`config.mk`:
```
export PLATFORM = sky130hd
export DESIGN_NAME = sdram_power_clock_state_ctrl
export DESIGN_NICKNAME = d
export VERILOG_FILES = /design/src/sdram_power_clock_state_ctrl.v
export VERILOG_INCLUDE_DIRS = /design/src
export SDC_FILE = /design/constraint.sdc
export NUM_CORES = 1
export LEC_CHECK = 0
export BUFFER_PORTS_ARGS = -buffer_cell sky130_fd_sc_hd__clkbuf_2
export CAP_MARGIN = 0
export CORE_MARGIN = 1.5
export CORE_UTILIZATION = 53
export DETAILED_ROUTE_END_ITERATION = 8
export PLACE_DENSITY = 0.76
export SLEW_MARGIN = 20
export SYNTH_ARGS = -nofsm -noshare
export SYNTH_HDL_FRONTEND = slang
export SYNTH_SLANG_ARGS = --single-unit
```
`constraint.sdc`:
```
create_clock -name i_clk -period 1.7 [get_ports i_clk]
set_input_delay 0.255 -clock i_clk [delete_from_list [all_inputs] [get_ports i_clk]]
set_output_delay 0.255 -clock i_clk [all_outputs]
set_load 0.005 [all_outputs]
```
`src/sdram_pwr_map.vh`:
```
/*
  Constants for the power-state and clock-management block.
  Assumes inclusion by sdram_power_clock_state_ctrl.v only.
*/
`ifndef SDRAM_PWR_MAP_VH
`define SDRAM_PWR_MAP_VH

// Power states, one-hot
`define ST_ACTIVE     4'h1
`define ST_POWERDOWN  4'h2
`define ST_DEEP_SLEEP 4'h4
`define ST_NEEDINIT   4'h8

// Command code on cmd_addr_bit_zero..two
`define CA_DEEP_SLEEP 3'h3
`define CA_NOP        3'h7

// Exit latency in link clock cycles (powerdown_exit_latency)
`define EXIT_LAT_CYC  4'h3

`endif

```
`src/sdram_power_clock_state_ctrl.v`:
```
/*
  Device-side power state tracker: samples the link clock, CKE, CS and
  the low command bits, decodes power-down, deepest sleep and no-op.
  Assumes the controller keeps its own timing obligations; the link
  clock is asynchronous to i_clk and slow enough to be oversampled.
*/
`timescale 1ns/1ps
`include "sdram_pwr_map.vh"

module sdram_power_clock_state_ctrl
(
  // Clock and reset
  input  wire       i_clk,
  input  wire       i_rstn,
  // Link pins
  input  wire       i_clock_true_line,
  input  wire       i_clock_complement_line,
  input  wire       i_cke,
  input  wire       i_cs_n,
  input  wire       i_cmd_addr_bit_zero,
  input  wire       i_cmd_addr_bit_one,
  input  wire       i_cmd_addr_bit_two,
  // Status
  input  wire       i_init_done,
  input  wire       i_op_busy,
  output reg  [3:0] o_power_state,
  output reg        o_buffers_enable,
  output reg        o_core_supply_enable,
  output reg        o_contents_lost,
  output reg        o_nop_seen,
  output reg        o_ready,
  output reg        o_op_busy_hold
);

  // ---------------------------------------------------------------
  // Input synchronisers
  // ---------------------------------------------------------------
  wire [6:0] pin_raw = {i_clock_true_line, i_clock_complement_line, i_cke, i_cs_n,
                        i_cmd_addr_bit_two, i_cmd_addr_bit_one, i_cmd_addr_bit_zero};
  reg  [6:0] sync1;
  reg  [6:0] sync2;
  reg        ck_prev;
  genvar     gi;

  // Two flip-flops per pin; only the second stage feeds logic
  generate
    for (gi = 0; gi < 7; gi = gi + 1)
    begin : g_sync
      always @(posedge i_clk or negedge i_rstn)
      begin
        if (!i_rstn)
        begin
          sync1[gi] <= 1'b0;
          sync2[gi] <= 1'b0;
        end
        else
        begin
          sync1[gi] <= pin_raw[gi];
          sync2[gi] <= sync1[gi];
        end
      end
    end
  endgenerate

  // Link clock high only when the true line is high and the complement low, so a parked pair reads low
  wire       ck_true = sync2[6] & ~sync2[5];

  always @(posedge i_clk or negedge i_rstn)
  begin
    if (!i_rstn)
      ck_prev <= 1'b0;
    else
      ck_prev <= ck_true;
  end

  wire       cke     = sync2[4];
  wire       cs_n    = sync2[3];
  wire [2:0] ca      = sync2[2:0];
  wire       ck_rise = ck_true & ~ck_prev;

  // ---------------------------------------------------------------
  // Command decode on link edges
  // ---------------------------------------------------------------
  reg        cke_prev;
  reg  [3:0] next_state;
  reg  [3:0] exit_cnt;
  wire       is_nop  = cs_n | (ca == `CA_NOP);
  wire       is_deep = ~cs_n & (ca == `CA_DEEP_SLEEP);

  always @*
  begin
    next_state = o_power_state;
    case (o_power_state)
      `ST_ACTIVE:
      begin
        if (cke_prev & ~cke & is_deep)
          next_state = `ST_DEEP_SLEEP;
        else if (cke_prev & ~cke & cs_n)
          next_state = `ST_POWERDOWN;
      end
      `ST_POWERDOWN:
      begin
        if (cke)
          next_state = `ST_ACTIVE;
      end
      `ST_DEEP_SLEEP:
      begin
        if (cke)
          next_state = `ST_NEEDINIT;
      end
      `ST_NEEDINIT:
      begin
        if (i_init_done)
          next_state = `ST_ACTIVE;
      end
      default:
        next_state = `ST_ACTIVE;
    endcase
  end

  // ---------------------------------------------------------------
  // State and status registers
  // ---------------------------------------------------------------
  always @(posedge i_clk or negedge i_rstn)
  begin
    if (!i_rstn)
    begin
      o_power_state        <= `ST_ACTIVE;
      cke_prev             <= 1'b0;
      exit_cnt             <= 4'h0;
      o_contents_lost      <= 1'b0;
      o_nop_seen           <= 1'b0;
      o_op_busy_hold       <= 1'b0;
    end
    else
    begin
      o_nop_seen <= 1'b0;
      if (ck_rise)
      begin
        cke_prev      <= cke;
        o_power_state <= next_state;
        o_nop_seen    <= is_nop & (cke == cke_prev);
        // Running operation continues across no-op commands
        o_op_busy_hold <= i_op_busy;
        if (next_state == `ST_DEEP_SLEEP)
          o_contents_lost <= 1'b1;
        else if (next_state == `ST_ACTIVE && o_power_state == `ST_NEEDINIT)
          o_contents_lost <= 1'b0;
        if (next_state == `ST_ACTIVE && o_power_state == `ST_POWERDOWN)
          exit_cnt <= `EXIT_LAT_CYC;
        else if (exit_cnt != 4'h0)
          exit_cnt <= exit_cnt - 4'h1;
      end
    end
  end

  // ---------------------------------------------------------------
  // Derived enables and readiness, one cycle behind the state
  // ---------------------------------------------------------------
  always @(posedge i_clk or negedge i_rstn)
  begin
    if (!i_rstn)
    begin
      o_buffers_enable     <= 1'b1;
      o_core_supply_enable <= 1'b1;
      o_ready              <= 1'b1;
    end
    else
    begin
      o_buffers_enable     <= (o_power_state == `ST_ACTIVE) ||
                              (o_power_state == `ST_NEEDINIT);
      o_core_supply_enable <= (o_power_state != `ST_DEEP_SLEEP);
      o_ready              <= (o_power_state == `ST_ACTIVE) && (exit_cnt == 4'h0);
    end
  end

endmodule // sdram_power_clock_state_ctrl

```
==> results.txt, run 1 <==
----------------------------------------------------
[Die]
  Boundary Pins ... 21
  Chip Width ... 49.7 microns
  Die outline area ... 0.00247 sq mm
  Height of the die ... 49.7 microns
  Floorplan core area ... 0.00200 sq mm
  Initial core utilization ... 57.8%
  Site row count ... 16

[Synth]
  Number of distinct library cells after synthesis ... 33
  Area share of the largest cell type after synthesis ... 56.3%
  Most used standard cells in the synthesized netlist ... sky130_fd_sc_hd__dfrtp_1, sky130_fd_sc_hd__nand2_1, sky130_fd_sc_hd__dfstp_2, sky130_fd_sc_hd__nor2_1
  Cell taking the most area after synthesis ... sky130_fd_sc_hd__dfrtp_1
  Async set-reset flop share out of synthesis ... 100%
  Synth top area cells ... sky130_fd_sc_hd__dfrtp_1, sky130_fd_sc_hd__dfstp_2, sky130_fd_sc_hd__nand2_1, sky130_fd_sc_hd__or4b_4, sky130_fd_sc_hd__ha_1
  Cell with the most instances after synthesis ... sky130_fd_sc_hd__dfrtp_1
  Warning count from the yosys run ... 0
  Flop and latch count out of synthesis ... 30
  EDFF count, synth ... 0
  Seq/Total Area, Yosys ... 65.4%
  Synth Flop Type ... sky130_fd_sc_hd__dfrtp_1
  Net count after synthesis ... 104
  Combined area of all synthesized cells ... 0.00116 sq mm
  Synth Area per Inst ... 12.7 sq um
  Gate Count Post-Synth ... 91

[Min path]
  Class of the tightest hold or removal check ... in -> reg

[Clock tree]
  Cell at the root of the clock tree ... sky130_fd_sc_hd__clkbuf_4
  Longest Clk Path Bufs ... 2
  Level count of the clock H-tree ... 2
  Clock transition at the register clock pins on the worst setup and hold paths after CTS ... 90 ps
  TritonCTS clock tree ... yes
  Clk_lat worst skew ... 330 ps
  Number of buffers added by the clock tree synthesis step ... 5
  Number of sinks driven by the clock tree ... 30

[Power and ir drop]
  P_sw ... 0.420 mW
  Power, Total ... 1.58 mW
  Worst vdd rail ir drop ... 0.723 mV
  Combinational cell fraction of total power ... 18.1%
  Share of total power consumed by net switching ... 26.5%
  Power per standard cell area ... 1140 mW/mm^2
  Leakage power summed over all cells ... 0.663 nW
  Power share of the sequential group ... 55.0%
  P_int ... 1.16 mW
  Clock network power share ... 26.9%

[GRT]
  Antenna violations before repair ... 0
  GRT Overall Usage ... 18.6%
  Maximum number of pins on one net before global-route repair ... 31
  Wire length of the first global-routing pass ... 3310 microns
  Via count of the first global-routing pass ... 798
  Grt total ovfl ... 0

[Timing]
  Final period utilization ... 92.7%
  Fin worst setup slack ... 124 ps
  Max Fclk ... 0.635 GHz
  Fin crit period ... 1580 ps
  Setup repair after global routing missed its margin ... no
  Count of final hold-check violations ... 0
  Final Max Slew Viols ... 0
  Setup clock skew after layout ... 11.7 ps
  Setup tns final ... 0 ps
  Final hold slack ... 35.5 ps
  Actual transition at the worst max-transition pin ... 700 ps
  Worst relative slew slack ... 53.4%
  Number of endpoints failing setup at the final stage ... 0

[Setup path]
  Top cell family by delay on the critical path ... simple AND/OR/NAND/NOR gates
  Critical path endpoint category ... register
  Biggest cell delay along the critical path ... 510 ps
  List of cells traversed by the critical path ... buf_4 -> or4b_4 -> o22ai_2 -> a21oi_1 -> a22o_1
  Critical Path AT ... 1840 ps
  Critical-path maximum fanout ... 4
  Required time at the endpoint of the critical path ... 1970 ps
  Setup CP Type ... reg -> reg
  Kind of launch point of the worst setup path ... register
  Buffers plus inverters on the worst setup path ... 1
  Library cell contributing the largest single delay on the critical path ... sky130_fd_sc_hd__or4b_4

[Placement]
  Worst Setup Slack post-DPL ... 80.4 ps
  Post-detail-place hpwl ... 1280 microns
  Final estimated routing congestion in global placement ... 0.887
  Number of buffers inserted by port buffering ... 20

[Run status]
  Status ... complete, no violations

[Layout]
  Net total in the final layout ... 136
  Post-layout util ... 69.7%
  Proportion of layout cells with a drive suffix above 1 ... 37.1%
  Area grow syn2layout ... 20.7%
  Diodes inserted ... 0

[Routing]
  Number of routed nets with antenna violations ... 0
  Vias/cell ... 5.25
  Number of DRC violations after detailed routing ... 0
  Router iterations before antenna repair ... 4
  Average wire per standard cell ... 12.3 microns
  Sum of routed wire length over all layers ... 1860 microns
  Total number of vias ... 793
  Number of violations reported at the end of detailed-routing iteration 0 ... 7

[Run]
  # Max-Cap Violations ... 0

----------------------------------------------------
[routing by layer]
metal	share of wire [%]	GRT usage, %
met3	5.3	6.36
met2	49	30.7
met5	0	0
met4	2.7	11.1
met1	43	20.6
[stage by stage]
step / std cells / cell area [sq um]
5_1_grt: 151 / 1400
4_1_cts: 149 / 1380
2_1_floorplan: 91 / 1160
3_5_place_dp: 140 / 1310
3_3_place_gp: 140 / 1310
6_report: 151 / 1400
[layout make-up]
class,count,area (sq um)
inverters,3,11.3
flip-flops and latches,30,756
clock buffers,7,55.1
fillers,150,607
well taps,27,33.8
clock inverters,1,5.00
repair buffers,26,148
multi-input cells,57,387
[timing repair]
| action | in CTS | in global routing |
|---|---|---|
| endpoints found under the setup margin | 0 | 2 |
| hold endpoints to repair | 26 | 0 |
| setup buffers | 0 | 2 |
| hold buffers | 1 | 0 |
| resized for setup | 0 | 1 |
[flip-flops by register name, summed over array words and instances, names as in the netlist]
| signal | flops |
|---|---|
| ca | 3 |
| ck_prev | 1 |
| cke | 1 |
| cke_prev | 1 |
| cs_n | 1 |
| exit_cnt | 4 |
| o_buffers_enable | 1 |
| o_contents_lost | 1 |
| o_core_supply_enable | 1 |
| o_nop_seen | 1 |
| o_op_busy_hold | 1 |
| o_power_state | 4 |
| o_ready | 1 |
| sync1 | 7 |
| sync2 | 2 |
[layout by cell type (no fill, tap or decap), drive strengths merged, types with 3 or more instances in the layout]
cell    netlist  routed
clkbuf        0      27
dfrtp        26      26
nand2        15      15
o21ai         6       6
buf           1       5
nor2          5       5
dfstp         4       4
nor3          4       4
inv           3       3
or4b          3       3
[final timing paths]
check	startpoint	slack, ps	cells after the start	end
setup / recovery	o_power_state[0]	120	5	o_power_state[0]
hold / removal	i_clock_complement_line	40	1	sync1[5]
setup reg to reg	o_power_state[0]	120	5	o_power_state[0]
hold reg to reg	sync1[4]	350	0	cke
max in group asynchronous	i_rstn	740	2	o_nop_seen
min in group asynchronous	i_rstn	500	2	o_contents_lost
[power groups by stage]
stage | combinational (mW) | clock (mW) | sequential [mW]
after floorplan | 0.181 | 0 | 0.878
after global placement | 0.257 | 0 | 0.881
after detailed placement | 0.265 | 0 | 0.887
after CTS | 0.268 | 0.443 | 0.876
after global routing | 0.323 | 0.472 | 0.882
final | 0.287 | 0.426 | 0.871
[kinds of logic after synthesis]
family	count (synthesis)	share of synthesized area, %
mux	2	1.73
xor+xnor	1	0.758
simple gates	38	19.5
flops	30	65.4
fa+ha+maj	2	2.16
compound gates	14	9.09
buf+inv	4	1.41
No activity file was read; power rests on OpenSTA's default activity.
==> inputs of run 2 (changes only) <==
CORE_UTILIZATION = 55   (was 53)
CTS_BUF_LIST = sky130_fd_sc_hd__clkbuf_8   (was default)
PLACE_DENSITY = 0.79   (was 0.76)
==> run 2 against run 1 <==
  * Via count decreased by 1.4%
  * Sequential cell count unchanged
  * Total power increased by 3.2%
  * Core utilization increased by 0.85 points
  * Sequential power about the same
  * Critical path depth decreased by 1
  * Final area decreased by 0.81%
  * First-iteration DRC count decreased by 14%
  * Fmax decreased by 3.6%
  * Register-to-register slack got worse by 60 ps
  * Largest cell class unchanged
  * Highest routed layer unchanged
==> results.txt, run 2 (same netlist as run 1, synthesis figures left out) <==
----------------------------------------------------
[Clock tree]
  Clk_lat worst skew ... 280 ps (-50 ps)
  Clock transition at the register clock pins on the worst setup and hold paths after CTS ... 60 ps (-30 ps)
  Hold Buf Count CTS ... 0 (-1)
  Number of buffers added by the clock tree synthesis step ... 5 (unchanged)
  Number of sinks driven by the clock tree ... 30 (unchanged)
  Longest Clk Path Bufs ... 2 (unchanged)
  Post-CTS Repair Setup Buffers ... 0 (unchanged)
  TritonCTS clock tree ... yes
  Cell at the root of the clock tree ... sky130_fd_sc_hd__clkbuf_8
  Post-CTS resize count ... 0 (unchanged)
  Level count of the clock H-tree ... 2 (unchanged)

[Setup path]
  Reg-to-reg endpoint ... o_power_state[0]
  Biggest cell delay along the critical path ... 600 ps (+90 ps)
  Setup slack of the worst register-to-register path ... 60 ps (-60 ps)
  List of cells traversed by the critical path ... or4b_4 -> nor3_2 -> nor3_1 -> a22o_1
  Critical Path AT ... 1850 ps (about the same)
  Startpoint of the lowest-slack register-to-register path ... o_power_state[0]
  Launching element of the worst setup path ... o_power_state[0]
  Endpoint of the most critical setup path ... o_power_state[0]
  Critical-path maximum fanout ... 7 (+3)
  Worst-case reg-to-reg path depth ... 4 (-1)
  Setup CP Type ... reg -> reg
  Critical path endpoint category ... register
  Library cell contributing the largest single delay on the critical path ... sky130_fd_sc_hd__dfstp_2
  Kind of launch point of the worst setup path ... register
  Required time at the endpoint of the critical path ... 1910 ps (-60 ps)

[Routing]
  Router iterations before antenna repair ... 4 (unchanged)
  Number of DRC violations after detailed routing ... 0 (unchanged)
  Number of violations reported at the end of detailed-routing iteration 0 ... 6 (-1)
  Sum of routed wire length over all layers ... 1840 microns (-0.97%)
  Vias/cell ... 5.32 (+1.3%)
  Average wire per standard cell ... 12.5 microns (+1.7%)
  Number of routed nets with antenna violations ... 0 (unchanged)
  Total number of vias ... 782 (-1.4%)

[GRT]
  GRT Overall Usage ... 19.8% (+1.3 points)
  Maximum number of pins on one net before global-route repair ... 31 (unchanged)
  Antenna violations before repair ... 0 (unchanged)
  Grt total ovfl ... 0 (unchanged)
  Wire length of the first global-routing pass ... 3370 microns (+1.7%)
  Via count of the first global-routing pass ... 827 (+3.6%)

[Timing]
  Count of final hold-check violations ... 0 (unchanged)
  Setup repair after global routing missed its margin ... no
  Fin worst setup slack ... 64.4 ps (-59.6 ps)
  Actual transition at the worst max-transition pin ... 690 ps (-9.39 ps)
  Final period utilization ... 96.2% (+3.5 points)
  Setup clock skew after layout ... 8.92 ps (-2.79 ps)
  Setup tns final ... 0 ps (unchanged)
  Final Max Slew Viols ... 0 (unchanged)
  Fin crit period ... 1640 ps (+59.6 ps)
  Worst relative slew slack ... 54.0% (+0.63 points)
  Max Fclk ... 0.611 GHz (-3.6%)
  Number of endpoints failing setup at the final stage ... 0 (unchanged)

[Placement]
  Number of buffers inserted by port buffering ... 20 (unchanged)
  Post-detail-place hpwl ... 1310 microns (+2.3%)
  Area after detailed placement ... 0.00131 sq mm (unchanged)
  Count of placed standard cells including taps ... 140 (unchanged)
  Worst Setup Slack post-DPL ... 86.5 ps (+6.17 ps)
  Final estimated routing congestion in global placement ... 0.880 (-0.79%)

[Layout]
  Net total in the final layout ... 133 (-2.2%)
  Area grow syn2layout ... 19.7%
  Commonest non-fill, non-tap cells in the layout ... sky130_fd_sc_hd__dfrtp_1, sky130_fd_sc_hd__clkbuf_2, sky130_fd_sc_hd__nand2_1, sky130_fd_sc_hd__inv_1, sky130_fd_sc_hd__clkbuf_8
  Diodes inserted ... 0 (unchanged)
  Most common cell after layout, fill and taps aside ... sky130_fd_sc_hd__dfrtp_1
  Top register by number of flip-flops ... sync1
  Proportion of layout cells with a drive suffix above 1 ... 35.0% (-2.1 points)
  Largest registers ... sync1 x7, exit_cnt x4, o_power_state x4
  Number of flip-flops under the largest register name ... 7 (unchanged)
  Final std cell area, no fill ... 0.00138 sq mm (-0.81%)
  Final std cells w/o fill ... 147 (-2.6%)

[Power and ir drop]
  Power, Total ... 1.63 mW (+3.2%)
  Worst vdd rail ir drop ... 0.895 mV (+24%)
  Leakage power summed over all cells ... 0.659 nW (-0.61%)
  Power per standard cell area ... 1180 mW/mm^2 (+4.0%)

[Die]
  Site row count ... 16 (unchanged)
  Chip Width ... 48.8 microns (-1.7%)
  Height of the die ... 48.8 microns (-1.7%)
  Floorplan core area ... 0.00196 sq mm (-2.0%)
  Boundary Pins ... 21 (unchanged)
  Die outline area ... 0.00239 sq mm (-3.4%)
  Initial core utilization ... 58.9% (+1.2 points)

[Min path]
  Class of the tightest hold or removal check ... in -> async

[Run status]
  Status ... complete, no violations

[Run]
  # Max-Cap Violations ... 0 (unchanged)

----------------------------------------------------
[run 2: power breakdown]
group / internal (mW) / switching [mW] / total, mW
clock network: 0.268 / 0.233 / 0.501
logic: 0.133 / 0.128 / 0.261
registers: 0.816 / 0.0574 / 0.873
total: 1.22 / 0.418 / 1.63
[run 2: layout make-up]
| type | instances | area (sq um) |
|---|---|---|
| clock buffers | 5 | 68.8 |
| clock inverters | 2 | 7.51 |
| fillers | 154 | 578 |
| inverters | 3 | 11.3 |
| multi-input cells | 57 | 384 |
| flip-flops and latches | 30 | 756 |
| well taps | 27 | 33.8 |
| repair buffers | 23 | 123 |
[run 2: how the worst min path moves through the flow]
stage                     cells past startpoint  slack, ps          endpoint                     from
after global placement                        1        330  o_power_state[3]                   i_rstn
after detailed placement                      1        340  o_power_state[3]                   i_rstn
final                                         1          7  o_power_state[3]                   i_rstn
after floorplan                               0        -40             ca[0]                   i_rstn
after CTS                                     1         40  o_power_state[3]                   i_rstn
after global routing                          1         70          sync1[5]  i_clock_complement_line
[run 2: routing by layer]
| metal | global-route usage (%) | vias up | share of wire, % |
|---|---|---|---|
| met3 | 9.20 | 6 | 6.7 |
| met5 | 0 | - | 0 |
| met1 | 21.4 | 382 | 40 |
| li1 | - | 372 | - |
| met4 | 10.5 | 0 | 2.6 |
| met2 | 32.4 | 22 | 50 |
[run 2: worst max-delay path, delay by kind of cell (launching register included)]
kind             cells  cell delay, ps
AO/OA/AOI/OAI        1             190
flip-flops           1             600
AND/OR/NAND/NOR      3             780
[run 2: per-stage QoR]
step           util, %  hold WS (ps)
2_1_floorplan        -         -40.6
3_3_place_gp      66.6           328
3_5_place_dp      66.6           335
4_1_cts           70.5          35.8
5_1_grt           70.5          72.0
6_report          70.5          7.03
